==> src/rtl/pbsi_pkg.sv <==
/*
 pbsi_pkg: constants shared by the power button / standby input block.
 assumes a 10 MHz system clock; times held in their own units.
*/
package pbsi_pkg;
	localparam int unsigned ADDR_W = 3;
	localparam int unsigned DATA_W = 8;
	localparam logic [2:0] ADDR_CTRL = 3'h0;
	localparam logic [2:0] ADDR_STATUS = 3'h1;
	localparam logic [2:0] ADDR_CLEAR = 3'h2;
	localparam logic [2:0] ADDR_MASK = 3'h3;
	localparam logic [2:0] ADDR_SENSE = 3'h4;
	// control field positions
	localparam int unsigned CTRL_DBNC_LSB = 0;
	localparam int unsigned CTRL_DELAY_LSB = 2;
	localparam int unsigned CTRL_RST_EN_BIT = 4;
	localparam int unsigned CTRL_STBY_INV_BIT = 5;
	localparam logic [5:0] CTRL_RST_VAL = 6'h00;
	localparam logic [7:0] MASK_RST_VAL = 8'h7F;
	// sense field positions
	localparam int unsigned SENSE_PWR_BIT = 0;
	localparam int unsigned SENSE_STBY_BIT = 1;
	localparam int unsigned SENSE_MODE_BIT = 2;
	localparam int unsigned SENSE_ON_BIT = 3;
	// interrupt latch positions
	localparam int unsigned INT_PUSH = 0;
	localparam int unsigned INT_REL = 1;
	localparam int unsigned INT_HELD_LSB = 2;
	localparam int unsigned NUM_HELD = 5;
	localparam int unsigned NUM_INT = 7;
	// timing
	localparam int unsigned CLK_HZ = 10_000_000;
	localparam int unsigned CLK_PERIOD_NS = 100;
	localparam int unsigned MS_PER_S = 1000;
	localparam int unsigned MS_CYC = CLK_HZ / MS_PER_S;
	localparam logic [9:0] T_DBNC_SHORT_MS = 10'd32;
	localparam logic [9:0] T_DBNC_MID_MS = 10'd125;
	localparam logic [9:0] T_DBNC_LONG_MS = 10'd750;
	localparam logic [14:0] T_HOLD_MS [NUM_HELD] = '{15'd1000, 15'd2000, 15'd3000,
		15'd4000, 15'd8000};
	localparam logic [14:0] T_LONG_2S_MS = 15'd2000;
	localparam logic [14:0] T_LONG_4S_MS = 15'd4000;
	localparam logic [14:0] T_LONG_8S_MS = 15'd8000;
	localparam logic [14:0] T_LONG_16S_MS = 15'd16000;
	localparam int unsigned T_DISCHARGE_NS = 30000;
	localparam logic [8:0] DISCHARGE_CYC =
		9'((T_DISCHARGE_NS + CLK_PERIOD_NS - 1) / CLK_PERIOD_NS);
	typedef enum logic [1:0] {
		ST_OFF = 2'b00,
		ST_ON = 2'b01,
		ST_RST = 2'b11
	} pbsi_state_t;
endpackage

==> src/rtl/pbsi_top.sv <==
/*
 pbsi_top: power-on input (level or push-button mode) and standby input
 handling, with interrupt latches, mask and a plain register port.
 assumes one-time-programmed defaults are static pins, and that the
 power sequencer acts on the event and state outputs.
*/
// Local design decisions: the register addresses and the plain strobed port.
// Contract
// - one-time mode bit picks input mode
// - mode 0: level sensitive, high powers on
// - mode 1: low pressed, high released
// - sense bit is inverse of input
// - falling debounce 32/32/125/750 ms, rising 32
// - debounce field reset from one-time default
// - debounced press powers on, raises interrupts
// - push latch on debounced low when on; code also sets it when off
// - release latch on debounced high when on
// - held latches at 1,2,3,4,8 s
// - reset: power down, wait 30 us, up
// - reset enable 1: long press resets
// - reset enable 0: long press turns off
// - long press 2/4/8/16 s, one-time default
// - standby follows asserted standby input
// - standby equals pin xor polarity bit
// - latch stays until software writes one
// - unmasked set latch pulls interrupt low
`timescale 1ns/1ps
module pbsi_top #(
	parameter int unsigned MS_CYCLES = pbsi_pkg::MS_CYC
) (
	input wire logic clk_sys,
	input wire logic sys_rst,
	input wire logic power_on_input,
	input wire logic standby_input,
	input wire logic power_input_mode_default,
	input wire logic [1:0] power_input_debounce_default,
	input wire logic [1:0] long_press_delay_default,
	input wire logic [pbsi_pkg::ADDR_W-1:0] reg_addr,
	input wire logic [pbsi_pkg::DATA_W-1:0] reg_wdata,
	input wire logic reg_wr,
	input wire logic reg_rd,
	output logic [pbsi_pkg::DATA_W-1:0] reg_rdata,
	output logic irq_out_n,
	output logic system_on,
	output logic power_on_event,
	output logic turn_off_event,
	output logic device_reset_active,
	output logic standby_mode
);
	import pbsi_pkg::*;

	////////////////////////////////////////////////////////////////////
	// declarations

	logic pwr_s1;
	logic pwr_s2;
	logic stby_s1;
	logic stby_s2;
	logic [15:0] ms_cnt;
	logic ms_tick;
	logic load_defaults;
	logic mode_edge;
	logic [1:0] dbnc_sel;
	logic [1:0] delay_sel;
	logic rst_en;
	logic stby_inv;
	logic deb_level;
	logic [9:0] deb_cnt;
	logic [9:0] deb_limit;
	logic fall_evt;
	logic rise_evt;
	logic [14:0] hold_cnt;
	logic [14:0] long_limit;
	logic long_hit;
	logic long_done;
	logic [NUM_HELD-1:0] held_hit;
	pbsi_state_t state;
	pbsi_state_t next_state;
	logic [8:0] disch_cnt;
	logic disch_done;
	logic [NUM_INT-1:0] int_status;
	logic [NUM_INT-1:0] int_mask;
	logic [NUM_INT-1:0] int_set;
	logic [NUM_INT-1:0] int_clr;
	logic wr_ctrl;
	logic wr_clear;
	logic wr_mask;
	logic [DATA_W-1:0] next_rdata;

	////////////////////////////////////////////////////////////////////
	// pin synchronisers

	always_ff @(posedge clk_sys or posedge sys_rst) begin
		if (sys_rst) begin
			pwr_s1 <= 1'b1;
			pwr_s2 <= 1'b1;
			stby_s1 <= 1'b0;
			stby_s2 <= 1'b0;
		end else begin
			pwr_s1 <= power_on_input;
			pwr_s2 <= pwr_s1;
			stby_s1 <= standby_input;
			stby_s2 <= stby_s1;
		end
	end

	////////////////////////////////////////////////////////////////////
	// millisecond enable

	always_ff @(posedge clk_sys or posedge sys_rst) begin
		if (sys_rst) begin
			ms_cnt <= 16'h0000;
			ms_tick <= 1'b0;
		end else if (ms_cnt >= 16'(MS_CYCLES - 1)) begin
			ms_cnt <= 16'h0000;
			ms_tick <= 1'b1;
		end else begin
			ms_cnt <= ms_cnt + 16'h0001;
			ms_tick <= 1'b0;
		end
	end

	////////////////////////////////////////////////////////////////////
	// one-time defaults: caught after reset release, and again when a
	// forced reset powers back up

	always_ff @(posedge clk_sys or posedge sys_rst) begin
		if (sys_rst) begin
			load_defaults <= 1'b1;
		end else begin
			load_defaults <= disch_done;
		end
	end

	always_ff @(posedge clk_sys or posedge sys_rst) begin
		if (sys_rst) begin
			mode_edge <= 1'b0;
		end else if (load_defaults) begin
			mode_edge <= power_input_mode_default;
		end
	end

	////////////////////////////////////////////////////////////////////
	// control register

	assign wr_ctrl = reg_wr && reg_addr == ADDR_CTRL;
	assign wr_clear = reg_wr && reg_addr == ADDR_CLEAR;
	assign wr_mask = reg_wr && reg_addr == ADDR_MASK;

	always_ff @(posedge clk_sys or posedge sys_rst) begin
		if (sys_rst) begin
			dbnc_sel <= CTRL_RST_VAL[CTRL_DBNC_LSB +: 2];
			delay_sel <= CTRL_RST_VAL[CTRL_DELAY_LSB +: 2];
			rst_en <= CTRL_RST_VAL[CTRL_RST_EN_BIT];
			stby_inv <= CTRL_RST_VAL[CTRL_STBY_INV_BIT];
		end else if (load_defaults) begin
			dbnc_sel <= power_input_debounce_default;
			delay_sel <= long_press_delay_default;
			rst_en <= CTRL_RST_VAL[CTRL_RST_EN_BIT];
			stby_inv <= CTRL_RST_VAL[CTRL_STBY_INV_BIT];
		end else if (wr_ctrl) begin
			dbnc_sel <= reg_wdata[CTRL_DBNC_LSB +: 2];
			delay_sel <= reg_wdata[CTRL_DELAY_LSB +: 2];
			rst_en <= reg_wdata[CTRL_RST_EN_BIT];
			stby_inv <= reg_wdata[CTRL_STBY_INV_BIT];
		end
	end

	////////////////////////////////////////////////////////////////////
	// debounce: deb_level 1 = high; resets low so level mode waits for a qualified high

	always_comb begin
		if (!deb_level) begin
			deb_limit = T_DBNC_SHORT_MS;
		end else begin
			unique case (dbnc_sel)
				2'b00: deb_limit = T_DBNC_SHORT_MS;
				2'b01: deb_limit = T_DBNC_SHORT_MS;
				2'b10: deb_limit = T_DBNC_MID_MS;
				2'b11: deb_limit = T_DBNC_LONG_MS;
			endcase
		end
	end

	// the first tick may come early, so one extra tick makes the
	// qualified time strictly longer than the setting
	always_ff @(posedge clk_sys or posedge sys_rst) begin
		if (sys_rst) begin
			deb_level <= 1'b0;
			deb_cnt <= 10'h000;
			fall_evt <= 1'b0;
			rise_evt <= 1'b0;
		end else begin
			fall_evt <= 1'b0;
			rise_evt <= 1'b0;
			if (pwr_s2 == deb_level) begin
				deb_cnt <= 10'h000;
			end else if (ms_tick) begin
				if (deb_cnt >= deb_limit) begin
					deb_level <= pwr_s2;
					deb_cnt <= 10'h000;
					fall_evt <= !pwr_s2;
					rise_evt <= pwr_s2;
				end else begin
					deb_cnt <= deb_cnt + 10'h001;
				end
			end
		end
	end

	////////////////////////////////////////////////////////////////////
	// hold timer and long press

	always_comb begin
		unique case (delay_sel)
			2'b00: long_limit = T_LONG_2S_MS;
			2'b01: long_limit = T_LONG_4S_MS;
			2'b10: long_limit = T_LONG_8S_MS;
			2'b11: long_limit = T_LONG_16S_MS;
		endcase
	end

	always_ff @(posedge clk_sys or posedge sys_rst) begin
		if (sys_rst) begin
			hold_cnt <= 15'h0000;
		end else if (!(mode_edge && !deb_level && state == ST_ON)) begin
			hold_cnt <= 15'h0000;
		end else if (ms_tick && hold_cnt != 15'h7FFF) begin
			hold_cnt <= hold_cnt + 15'h0001;
		end
	end

	generate
		for (genvar i = 0; i < NUM_HELD; i++) begin : g_held
			assign held_hit[i] = ms_tick && hold_cnt == T_HOLD_MS[i];
		end
	endgenerate

	// one long-press action until hold_cnt clears (release or leaving on)
	always_ff @(posedge clk_sys or posedge sys_rst) begin
		if (sys_rst) begin
			long_done <= 1'b0;
		end else if (hold_cnt == 15'h0000) begin
			long_done <= 1'b0;
		end else if (long_hit) begin
			long_done <= 1'b1;
		end
	end

	assign long_hit = ms_tick && hold_cnt >= long_limit && !long_done;

	////////////////////////////////////////////////////////////////////
	// power state

	always_comb begin
		next_state = state;
		unique case (state)
			ST_OFF: begin
				if (mode_edge ? fall_evt : deb_level) begin
					next_state = ST_ON;
				end
			end
			ST_ON: begin
				if (!mode_edge && !deb_level) begin
					next_state = ST_OFF;
				end else if (long_hit) begin
					next_state = rst_en ? ST_RST : ST_OFF;
				end
			end
			ST_RST: begin
				if (disch_done) begin
					next_state = ST_ON;
				end
			end
			default: next_state = ST_OFF;
		endcase
	end

	always_ff @(posedge clk_sys or posedge sys_rst) begin
		if (sys_rst) begin
			state <= ST_OFF;
		end else begin
			state <= next_state;
		end
	end

	// supplies discharge window during a forced reset
	always_ff @(posedge clk_sys or posedge sys_rst) begin
		if (sys_rst) begin
			disch_cnt <= 9'h000;
		end else if (state != ST_RST) begin
			disch_cnt <= 9'h000;
		end else if (!disch_done) begin
			disch_cnt <= disch_cnt + 9'h001;
		end
	end

	assign disch_done = state == ST_RST && disch_cnt == DISCHARGE_CYC - 9'h001;

	always_ff @(posedge clk_sys or posedge sys_rst) begin
		if (sys_rst) begin
			system_on <= 1'b0;
			power_on_event <= 1'b0;
			turn_off_event <= 1'b0;
			device_reset_active <= 1'b0;
		end else begin
			system_on <= next_state == ST_ON;
			power_on_event <= next_state == ST_ON && state != ST_ON;
			turn_off_event <= next_state != ST_ON && state == ST_ON;
			device_reset_active <= next_state == ST_RST;
		end
	end

	////////////////////////////////////////////////////////////////////
	// standby

	always_ff @(posedge clk_sys or posedge sys_rst) begin
		if (sys_rst) begin
			standby_mode <= 1'b0;
		end else begin
			standby_mode <= stby_s2 ^ stby_inv;
		end
	end

	////////////////////////////////////////////////////////////////////
	// interrupt latches

	always_comb begin
		int_set = '0;
		int_set[INT_PUSH] = fall_evt && mode_edge &&
			(state == ST_ON || state == ST_OFF);
		int_set[INT_REL] = rise_evt && mode_edge && state == ST_ON;
		int_set[INT_HELD_LSB +: NUM_HELD] = held_hit;
	end

	assign int_clr = wr_clear ? reg_wdata[NUM_INT-1:0] : '0;

	// a set in the same cycle as its clear wins
	always_ff @(posedge clk_sys or posedge sys_rst) begin
		if (sys_rst) begin
			int_status <= '0;
		end else begin
			int_status <= (int_status & ~int_clr) | int_set;
		end
	end

	always_ff @(posedge clk_sys or posedge sys_rst) begin
		if (sys_rst) begin
			int_mask <= MASK_RST_VAL[NUM_INT-1:0];
		end else if (wr_mask) begin
			int_mask <= reg_wdata[NUM_INT-1:0];
		end
	end

	always_ff @(posedge clk_sys or posedge sys_rst) begin
		if (sys_rst) begin
			irq_out_n <= 1'b1;
		end else begin
			irq_out_n <= ~|(int_status & ~int_mask);
		end
	end

	////////////////////////////////////////////////////////////////////
	// register read port

	always_comb begin
		next_rdata = '0;
		if (reg_rd) begin
			unique case (reg_addr)
				ADDR_CTRL: begin
					next_rdata[CTRL_DBNC_LSB +: 2] = dbnc_sel;
					next_rdata[CTRL_DELAY_LSB +: 2] = delay_sel;
					next_rdata[CTRL_RST_EN_BIT] = rst_en;
					next_rdata[CTRL_STBY_INV_BIT] = stby_inv;
				end
				ADDR_STATUS: next_rdata[NUM_INT-1:0] = int_status;
				ADDR_MASK: next_rdata[NUM_INT-1:0] = int_mask;
				ADDR_SENSE: begin
					next_rdata[SENSE_PWR_BIT] = !pwr_s2;
					next_rdata[SENSE_STBY_BIT] = standby_mode;
					next_rdata[SENSE_MODE_BIT] = mode_edge;
					next_rdata[SENSE_ON_BIT] = system_on;
				end
				default: next_rdata = '0;
			endcase
		end
	end

	always_ff @(posedge clk_sys or posedge sys_rst) begin
		if (sys_rst) begin
			reg_rdata <= '0;
		end else begin
			reg_rdata <= next_rdata;
		end
	end

endmodule

==> config.mk <==
export PLATFORM = sky130hd
export DESIGN_NAME = pbsi_top
export DESIGN_NICKNAME = d
export VERILOG_FILES = /design/src/rtl/pbsi_pkg.sv /design/src/rtl/pbsi_top.sv
export SDC_FILE = /design/constraint.sdc
export NUM_CORES = 1
export LEC_CHECK = 0
export BUFFER_PORTS_ARGS = -buffer_cell sky130_fd_sc_hd__clkbuf_2
export CAP_MARGIN = 20
export CORE_ASPECT_RATIO = 0.75
export CORE_MARGIN = 5
export CORE_UTILIZATION = 45
export CTS_CLUSTER_DIAMETER = 120
export CTS_CLUSTER_SIZE = 16
export DETAILED_ROUTE_END_ITERATION = 12
export GPL_ROUTABILITY_DRIVEN = 0
export GPL_TIMING_DRIVEN = 1
export HOLD_SLACK_MARGIN = 0.03
export SLEW_MARGIN = 20
export SYNTH_ARGS = -nofsm -noshare
export SYNTH_HDL_FRONTEND = slang
export SYNTH_SLANG_ARGS = --single-unit
==> constraint.sdc <==
create_clock -name clk_sys -period 3.5 [get_ports clk_sys]
set_input_delay 0.35 -clock clk_sys [delete_from_list [all_inputs] [get_ports clk_sys]]
set_output_delay 0.35 -clock clk_sys [all_outputs]
set_load 0.02 [all_outputs]
# After elaboration in Yosys (flattened, before gate mapping)
# Index checks and enable logic that the tools add are counted.
# totals
reg_bits,97
inputBits,22
out_inout_bits,14
# classes
add_sub_neg,4
magnitude_cmp,3
eq_ne,27
muxes,40
bitwise,7
n_reduce_logical,38
# op_table
operator,count
15-bit one-hot mux with 4 select lines,1
10-bit 2-to-1 mux,4
15-bit by 12-bit == test with 1-bit output (second input constant),2
15-bit 2-to-1 mux,2
10-bit one-hot mux with 3 select lines,1
1-bit logical AND,21
2-bit 2-to-1 mux,9
9-bit 2-to-1 mux,2
16-bit by 1-bit adder with 16-bit output (second input constant),1
16-bit by 14-bit >= comparator with 1-bit output (second input constant),1
16-bit 2-to-1 mux,1
4-bit one-hot mux with 4 select lines,1
15-bit by 1-bit adder with 15-bit output (second input constant),1
15-bit by 10-bit == test with 1-bit output (second input constant),1
15-bit by 11-bit == test with 1-bit output (second input constant),1
15-bit by 13-bit == test with 1-bit output (second input constant),1
15-bit >= comparator,1
15-bit logical NOT,1
15-bit inequality test (second input constant),1
7-bit bitwise AND,2
1-bit 2-to-1 mux,14
7-bit 2-to-1 mux,2
7-bit inverter,2
2-bit == test (second input constant),6
other kinds (24),40

# Logic depth before layout (Yosys ltp)
# Gate-level depths: netlist of run 1.
# logic_depth
word_depth,10
depth_mapped,10
depth_no_buf,9

# Least setup slack after synthesis of run 1
# Ideal clock, no wire load.
# synth_timing
path_type,reg2reg
start,register deb_level
end,register deb_level
setup_ns,0.125
arrival_time_ns,2.454
path_slack_ns,0.921
stages_incl_launch_ff,10
n_path_buf,1
cell_sequence,dfrtp_1 clkbuf_1 nand2_1 or2_2 ha_1 or4_1 a21oi_1 o31ai_1 nand2_1 mux2_2
# synth_between
elab_chain_len,3
elab_cells_between_ends,5
classes_between,order compare: 1; eq/ne: 1; mux: 1; bitwise: 1; reduce/logical: 1
# synth_rtl
element,line,rtl
from (decl),pbsi_top.sv:67,logic deb_level;
from (signal assigned),pbsi_top.sv:200,deb_level <= pwr_s2;
10-bit 2-to-1 mux or 1-bit == test (tied branches),"pbsi_top.sv:173, pbsi_top.sv:196",
10-bit >= comparator or 1-bit inverter (tied branches),-,
3-bit AND reduction (no line) *,-,
# Every way passes the cells marked *; elsewhere a longest branch is shown, timed or not.
# A chain may end at the register's enable or synchronous reset.

# Worst setup path after layout of run 1
# Ends and elaborated chain as after synthesis.

==> impl_metrics.env, run 1 <==
export IMPL_cp_required_ns=3.73
export IMPL_yosysTopAreaCell="dfrtp_1"
export IMPL_cts_root_buffer="clkbuf_16"
export IMPL_fin_setup_tns_ns=0
export IMPL_avgRoutedWirePerCell_um=15.38
export IMPL_final_common_cell="dfrtp_1"
export IMPL_p_per_area_nw_per_um2=455.1
export IMPL_grt_start_max_net_pins=63
export IMPL_die_w_um=131.7
export IMPL_p_int_uw=1943
export IMPL_critPathKind="reg -> reg"
export IMPL_regArea_sq_um=2416
export IMPL_critPathMaxFanout=12
export IMPL_multi_input_area_sq_um=2437
export IMPL_timing_rr_start="deb_level"
export IMPL_fin_crit_ns=2.860
export IMPL_status="finished clean"
export IMPL_postCtsSetupBuffers=0
export IMPL_vias_per_cell=5.476
export IMPL_num_vias=3740
export IMPL_fin_skew_ns=0.008834
export IMPL_dr_pass1_iters=4
export IMPL_cts_tree="built"
export IMPL_max_freq_ghz=0.3496
export IMPL_peakVddDrop_v=0.0002295
export IMPL_drt_wl_total_mm=10.50
export IMPL_syn_inst=508
export IMPL_drc_errors=0
export IMPL_slew_viol_final=0
export IMPL_ys_ff_latch=96
export IMPL_cts_resized_gates=0
export IMPL_p_switching_uw=613.0
export IMPL_holdPathEnd="pwr_s1"
export IMPL_synth_area_top_cells="dfrtp_1 43%, dfstp_2 5.8%, nor2_1 5.3%, ha_1 4.8%, xor2_1 3.5%"
export IMPL_fill_cells=991
export IMPL_setup_viol=0
export IMPL_htreeDepth=3
export IMPL_track_usage=0.1680
export IMPL_p_seq_frac=0.490
export IMPL_worst_pin_slew_ns=0.7607
export IMPL_num_rows=33
export IMPL_grt_pass1_vias=3628
export IMPL_hold_violations=0
export IMPL_antenna_cells=0
export IMPL_cts_hold_buf=0
export IMPL_post_route_util=0.5152
export IMPL_die_h_um=101.3
export IMPL_grt_overflow=0
export IMPL_sw_frac_of_total=0.2399
export IMPL_grt_pass1_wl_mm=18.26
export IMPL_core_area_sq_um=10900
export IMPL_clkSlewWorstSetupHoldPaths_ns=0.07
export IMPL_die_area_sq_um=13350
export IMPL_crit_arrival_ns=3.09
export IMPL_antenna_found_initial=0
export IMPL_power_frac_comb=0.092
export IMPL_place_port_buffers=33
export IMPL_place_area_sq_um=5286
export IMPL_hold_class="in -> reg"
export IMPL_power_share_clock=0.419
export IMPL_whs_path_depth=1
export IMPL_min_from="power_on_input"
export IMPL_clk_path_buf_depth=2
export IMPL_synth_edff_count=0
export IMPL_synth_top_area_frac=0.4252
export IMPL_dpl_hpwl_mm=7.693
export IMPL_area_growth_synth_to_final_pct=12.26
export IMPL_rsz0062_at_grt="no"
export IMPL_io_pin_count=36
export IMPL_cts_buffers_inserted=9
export IMPL_relSlewSlack=0.4928
export IMPL_synth_area_sq_um=5002
export IMPL_stdcell_area_sq_um=5615
export IMPL_initial_utilization=0.4589
export IMPL_mostFrequentLayoutCells="85 x dfrtp_1, 70 x nor2_1, 41 x nand2_1"
export IMPL_ant_nets=0
export IMPL_synth_avg_cell_area_sq_um=9.847
export IMPL_yosysWarningCount=0
export IMPL_leakage_uw=0.002474
export IMPL_r2r_cells=8
export IMPL_drv_cap=0
export IMPL_synth_cell_type_count=58
export IMPL_startpoint_type="flop"
export IMPL_nets=579
export IMPL_timing_rr_end="deb_level"
export IMPL_worstSkewPairLatency_ns=0.34
export IMPL_drtIter0Drc=261
export IMPL_crit_path_end_kind="flop"
export IMPL_reg2reg_setup_slack_ns=0.64
export IMPL_ys_flop_type="dfrtp_1"
export IMPL_async_reset_ff_frac=1.000
export IMPL_timing_final_crit_share=0.8172
export IMPL_ys_seq_area_frac=0.4830
export IMPL_clkSinkCount=96
export IMPL_drive_gt1_frac=0.1473
power groups by stage:
stage	Clock, uW	Combinational [uW]	Sequential, uW
floorplan	0	157	1270
global placement	0	230	1270
detailed placement	0	239	1270
CTS	1110	240	1250
global route	1160	268	1260
finish	1070	234	1250
layer usage:
| layer | GRT usage | up-vias | part of all wire |
|---|---|---|---|
| met4 | 0.04269 | 0 | 0.0091 |
| met2 | 0.2535 | 89 | 0.43 |
| met5 | 0 | - | 0 |
| li1 | - | 1852 | - |
| met3 | 0.04270 | 10 | 0.052 |
| met1 | 0.2442 | 1789 | 0.51 |
worst max-delay path, cell delays in order (launching register included):
cell	delay, ns
dfrtp_1	0.56
nand2_1	0.21
or2_2	0.33
ha_1	0.20
or4_1	0.48
a21oi_1	0.20
o31ai_1	0.15
nand2_1	0.26
mux2_2	0.37
cells by family (layout without fill, tap and decap cells):
logic type,after synthesis,after routing,synth area share
xor gates and xnor gates,36,36,0.06303
AOI/OAI and AO/OA,76,76,0.1011
and+or+nand+nor,217,217,0.2189
other,1,3,0.0007497
adders and majority gates,19,19,0.04752
muxes,26,26,0.05453
buffers and inverters,37,70,0.03126
DFF,96,96,0.4830
state kept, by name, indices dropped and copies added, names as in the netlist, 7 cells and up:
signal	count
ms_cnt	16
int_mask	7
int_status	7
reg_rdata	7
disch_cnt	9
hold_cnt	15
deb_cnt	10
final cells by class:
class | count | share of cell area
clock inverters | 5 | 0.01537
repair buffers | 36 | 0.03342
flip-flops and latches | 96 | 0.4303
multi-input cells | 377 | 0.4340
well taps | 140 | 0.03119
clock buffers | 11 | 0.04323
inverters | 18 | 0.01248
through the flow:
| stage | total power (uW) | std cells | worst slack, ns | hold slack, ns |
|---|---|---|---|---|
| after detailed placement | 1512 | 667 | 0.6500 | 0.3379 |
| after CTS | 2597 | 683 | 0.6264 | 0.07952 |
| after floorplan | 1427 | 510 | 0.6628 | 0.3312 |
| after global routing | 2689 | 683 | 0.4275 | 0.07744 |
| after global placement | 1501 | 667 | 0.7324 | 0.3332 |
| final | 2556 | 683 | 0.6397 | 0.09529 |
Yosys cell counts, drive strengths merged (9+ instances only):
library cell,instances
and3,16
xor2,20
o21ai,18
inv,18
mux2,10
and2,9
nor2,70
a21oi,18
clkbuf,14
nand3,27
ha,19
nand4,11
dfrtp,85
dfstp,11
xnor2,16
nand2,41
mux2i,16
worst max path at each step:
stage                          from           to  depth (start not counted)
after floorplan             sys_rst  dbnc_sel[0]                          1
after global placement    deb_level    deb_level                          8
after detailed placement  deb_level    deb_level                          8
after CTS                 deb_level    deb_level                          8
after global routing      deb_level    deb_level                          8
final                     deb_level    deb_level                          8
Note: power is estimated with default switching activity, not from simulation.
==> inputs of run 2 (changes only) <==
clock period = 2.6 ns   (was 3.5 ns; I/O delays follow)
==> run 2 against run 1 <==
- die area unchanged
- sequential share of layout area decreased by 0.14 points
- largest cell class unchanged
- flip-flop and latch count unchanged
- via count increased by 1.8%
- worst setup slack got worse by 0.47 ns
==> impl_metrics.env, run 2 (synthesis gave the netlist of run 1 again) <==
export IMPL_cts_tree="built"
export IMPL_place_port_buffers=33
export IMPL_final_common_cell="dfrtp_1"
export IMPL_fin_setup_tns_ns=0
export IMPL_die_w_um=131.7
export IMPL_regMostFlops="ms_cnt"
export IMPL_core_area_sq_um=10900
export IMPL_max_stage_delay_ns=0.53
export IMPL_peakVddDrop_v=0.0004173
export IMPL_critPathBufInv=1
export IMPL_status="finished clean"
export IMPL_dpl_hpwl_mm=7.855
export IMPL_htreeDepth=3
export IMPL_mostFrequentLayoutCells="85 x dfrtp_1, 70 x nor2_1, 41 x nand2_1"
export IMPL_cts_resized_gates=0
export IMPL_die_area_sq_um=13350
export IMPL_cts_root_buffer="clkbuf_16"
export IMPL_path_cells="nand2_1 > or2_2 > ha_1 > o21a_1 > a21oi_1 > o31ai_1 > nand2_1 > buf_4 > and4b_1"
export IMPL_min_from="standby_input"
export IMPL_rsz0062_at_grt="no"
export IMPL_top_regs="ms_cnt x16, hold_cnt x15, deb_cnt x10"
export IMPL_reg2reg_setup_slack_ns=0.17
export IMPL_initial_utilization=0.4589
export IMPL_antenna_cells=0
export IMPL_dr_pass1_iters=5
export IMPL_crit_path_end_kind="flop"
export IMPL_drv_cap=0
export IMPL_largest_reg_flops=16
export IMPL_antenna_found_initial=0
export IMPL_r2r_cells=9
export IMPL_clkSlewWorstSetupHoldPaths_ns=0.06
export IMPL_drt_wl_total_mm=10.96
export IMPL_drtIter0Drc=267
export IMPL_grt_pass1_wl_mm=18.79
export IMPL_holdPathEnd="stby_s1"
export IMPL_fill_cells=1048
export IMPL_multi_input_area_sq_um=2437
export IMPL_cp_required_ns=2.82
export IMPL_crit_family="simple AND/OR/NAND/NOR gates"
export IMPL_cts_buffers_inserted=9
export IMPL_p_per_area_nw_per_um2=571.5
export IMPL_crit_arrival_ns=2.65
export IMPL_regArea_sq_um=2416
export IMPL_cp_common_cell="nand2_1"
export IMPL_clk_path_buf_depth=2
export IMPL_grt_pass1_vias=3689
export IMPL_timing_rr_end="deb_cnt[2]"
export IMPL_num_rows=33
export IMPL_die_h_um=101.3
export IMPL_setup_viol=0
export IMPL_grt_start_max_net_pins=72
export IMPL_ant_nets=0
export IMPL_hold_violations=0
export IMPL_max_freq_ghz=0.4122
export IMPL_critPathKind="reg -> reg"
export IMPL_timing_rr_start="dbnc_sel[1]"
export IMPL_relSlewSlack=0.5520
export IMPL_drc_errors=0
export IMPL_whs_path_depth=1
export IMPL_io_pin_count=36
export IMPL_critPathMaxFanout=7
export IMPL_avgRoutedWirePerCell_um=15.87
export IMPL_leakage_uw=0.002485
export IMPL_area_growth_synth_to_final_pct=12.63
export IMPL_fin_skew_ns=0.007971
export IMPL_fin_crit_ns=2.426
export IMPL_drive_gt1_frac=0.1525
export IMPL_clkSinkCount=96
export IMPL_hold_class="in -> reg"
export IMPL_p_total_uw=3220
export IMPL_worst_pin_slew_ns=0.6692
export IMPL_nets=587
export IMPL_crit_slowest_cell="o31ai_1"
export IMPL_timing_final_crit_share=0.9331
export IMPL_slew_viol_final=0
export IMPL_track_usage=0.1721
export IMPL_vias_per_cell=5.508
export IMPL_startpoint_type="flop"
export IMPL_worstSkewPairLatency_ns=0.34
export IMPL_num_vias=3806
export IMPL_grt_overflow=0
run 2: cell count changes in the layout (fill, tap and decap cells not counted):
| cell | before | now |
|---|---|---|
| bufinv_16 | 2 | 0 |
| buf_4 | 3 | 8 |
| clkinv_2 | 0 | 2 |
| inv_6 | 2 | 0 |
| buf_12 | 0 | 1 |
| clkbuf_1 | 1 | 3 |
| inv_4 | 1 | 0 |
| clkinvlp_4 | 0 | 1 |
| dlygate4sd3_1 | 0 | 2 |
run 2: area by class of cell:
cell class                      count  area share
Multi-Input combinational cell    377      0.4326
Sequential cell                    96      0.4288
Timing Repair Buffer               44     0.04708
Clock buffer                       13     0.04441
Tap cell                          140     0.03109
Inverter                           18     0.01266
Clock inverter                      3    0.003331
run 2: how the worst max path moves through the flow:
stage	start	endpoint	depth (start not counted)
floorplan	deb_level	deb_level	9
global placement	dbnc_sel[1]	deb_cnt[2]	9
detailed placement	dbnc_sel[1]	deb_cnt[2]	9
CTS	dbnc_sel[1]	deb_cnt[2]	9
global route	deb_level	deb_cnt[2]	8
finish	dbnc_sel[1]	deb_cnt[2]	9
run 2: where the power goes:
group	switching (uW)	internal [uW]	leakage (uW)
registers	77.0	1610	0.00127
clock network	536	674	0.000134
logic	190	136	0.00109
total	803	2420	0.00249
run 2: repair_timing:
action | 4_1_cts | 5_1_grt
buffers inserted | 0 | 0
hold buffers | 2 | 0
hold endpoints to repair | 24 | 0
run 2: layer usage:
metal	wire length (um)	vias up	global-route usage
met5	0	-	0
met4	110	0	0.04585
met3	556	12	0.03674
met2	4623	106	0.2535
met1	5673	1826	0.2582
li1	-	1862	-
run 2: stage by stage:
step / util / std cells / hold WS, ns / setup slack [ns] / instance area, sq um
6_report: 0.5169 / 691 / 0.03967 / 0.1739 / 5634
5_1_grt: 0.5169 / 691 / 0.03083 / 0.04219 / 5634
4_1_cts: 0.5169 / 691 / 0.03143 / 0.2090 / 5634
3_5_place_dp: 0.4904 / 673 / 0.3482 / 0.2270 / 5345
3_3_place_gp: 0.4904 / 673 / 0.3413 / 0.2160 / 5345
2_1_floorplan: - / 510 / 0.2645 / 0.02135 / 5014
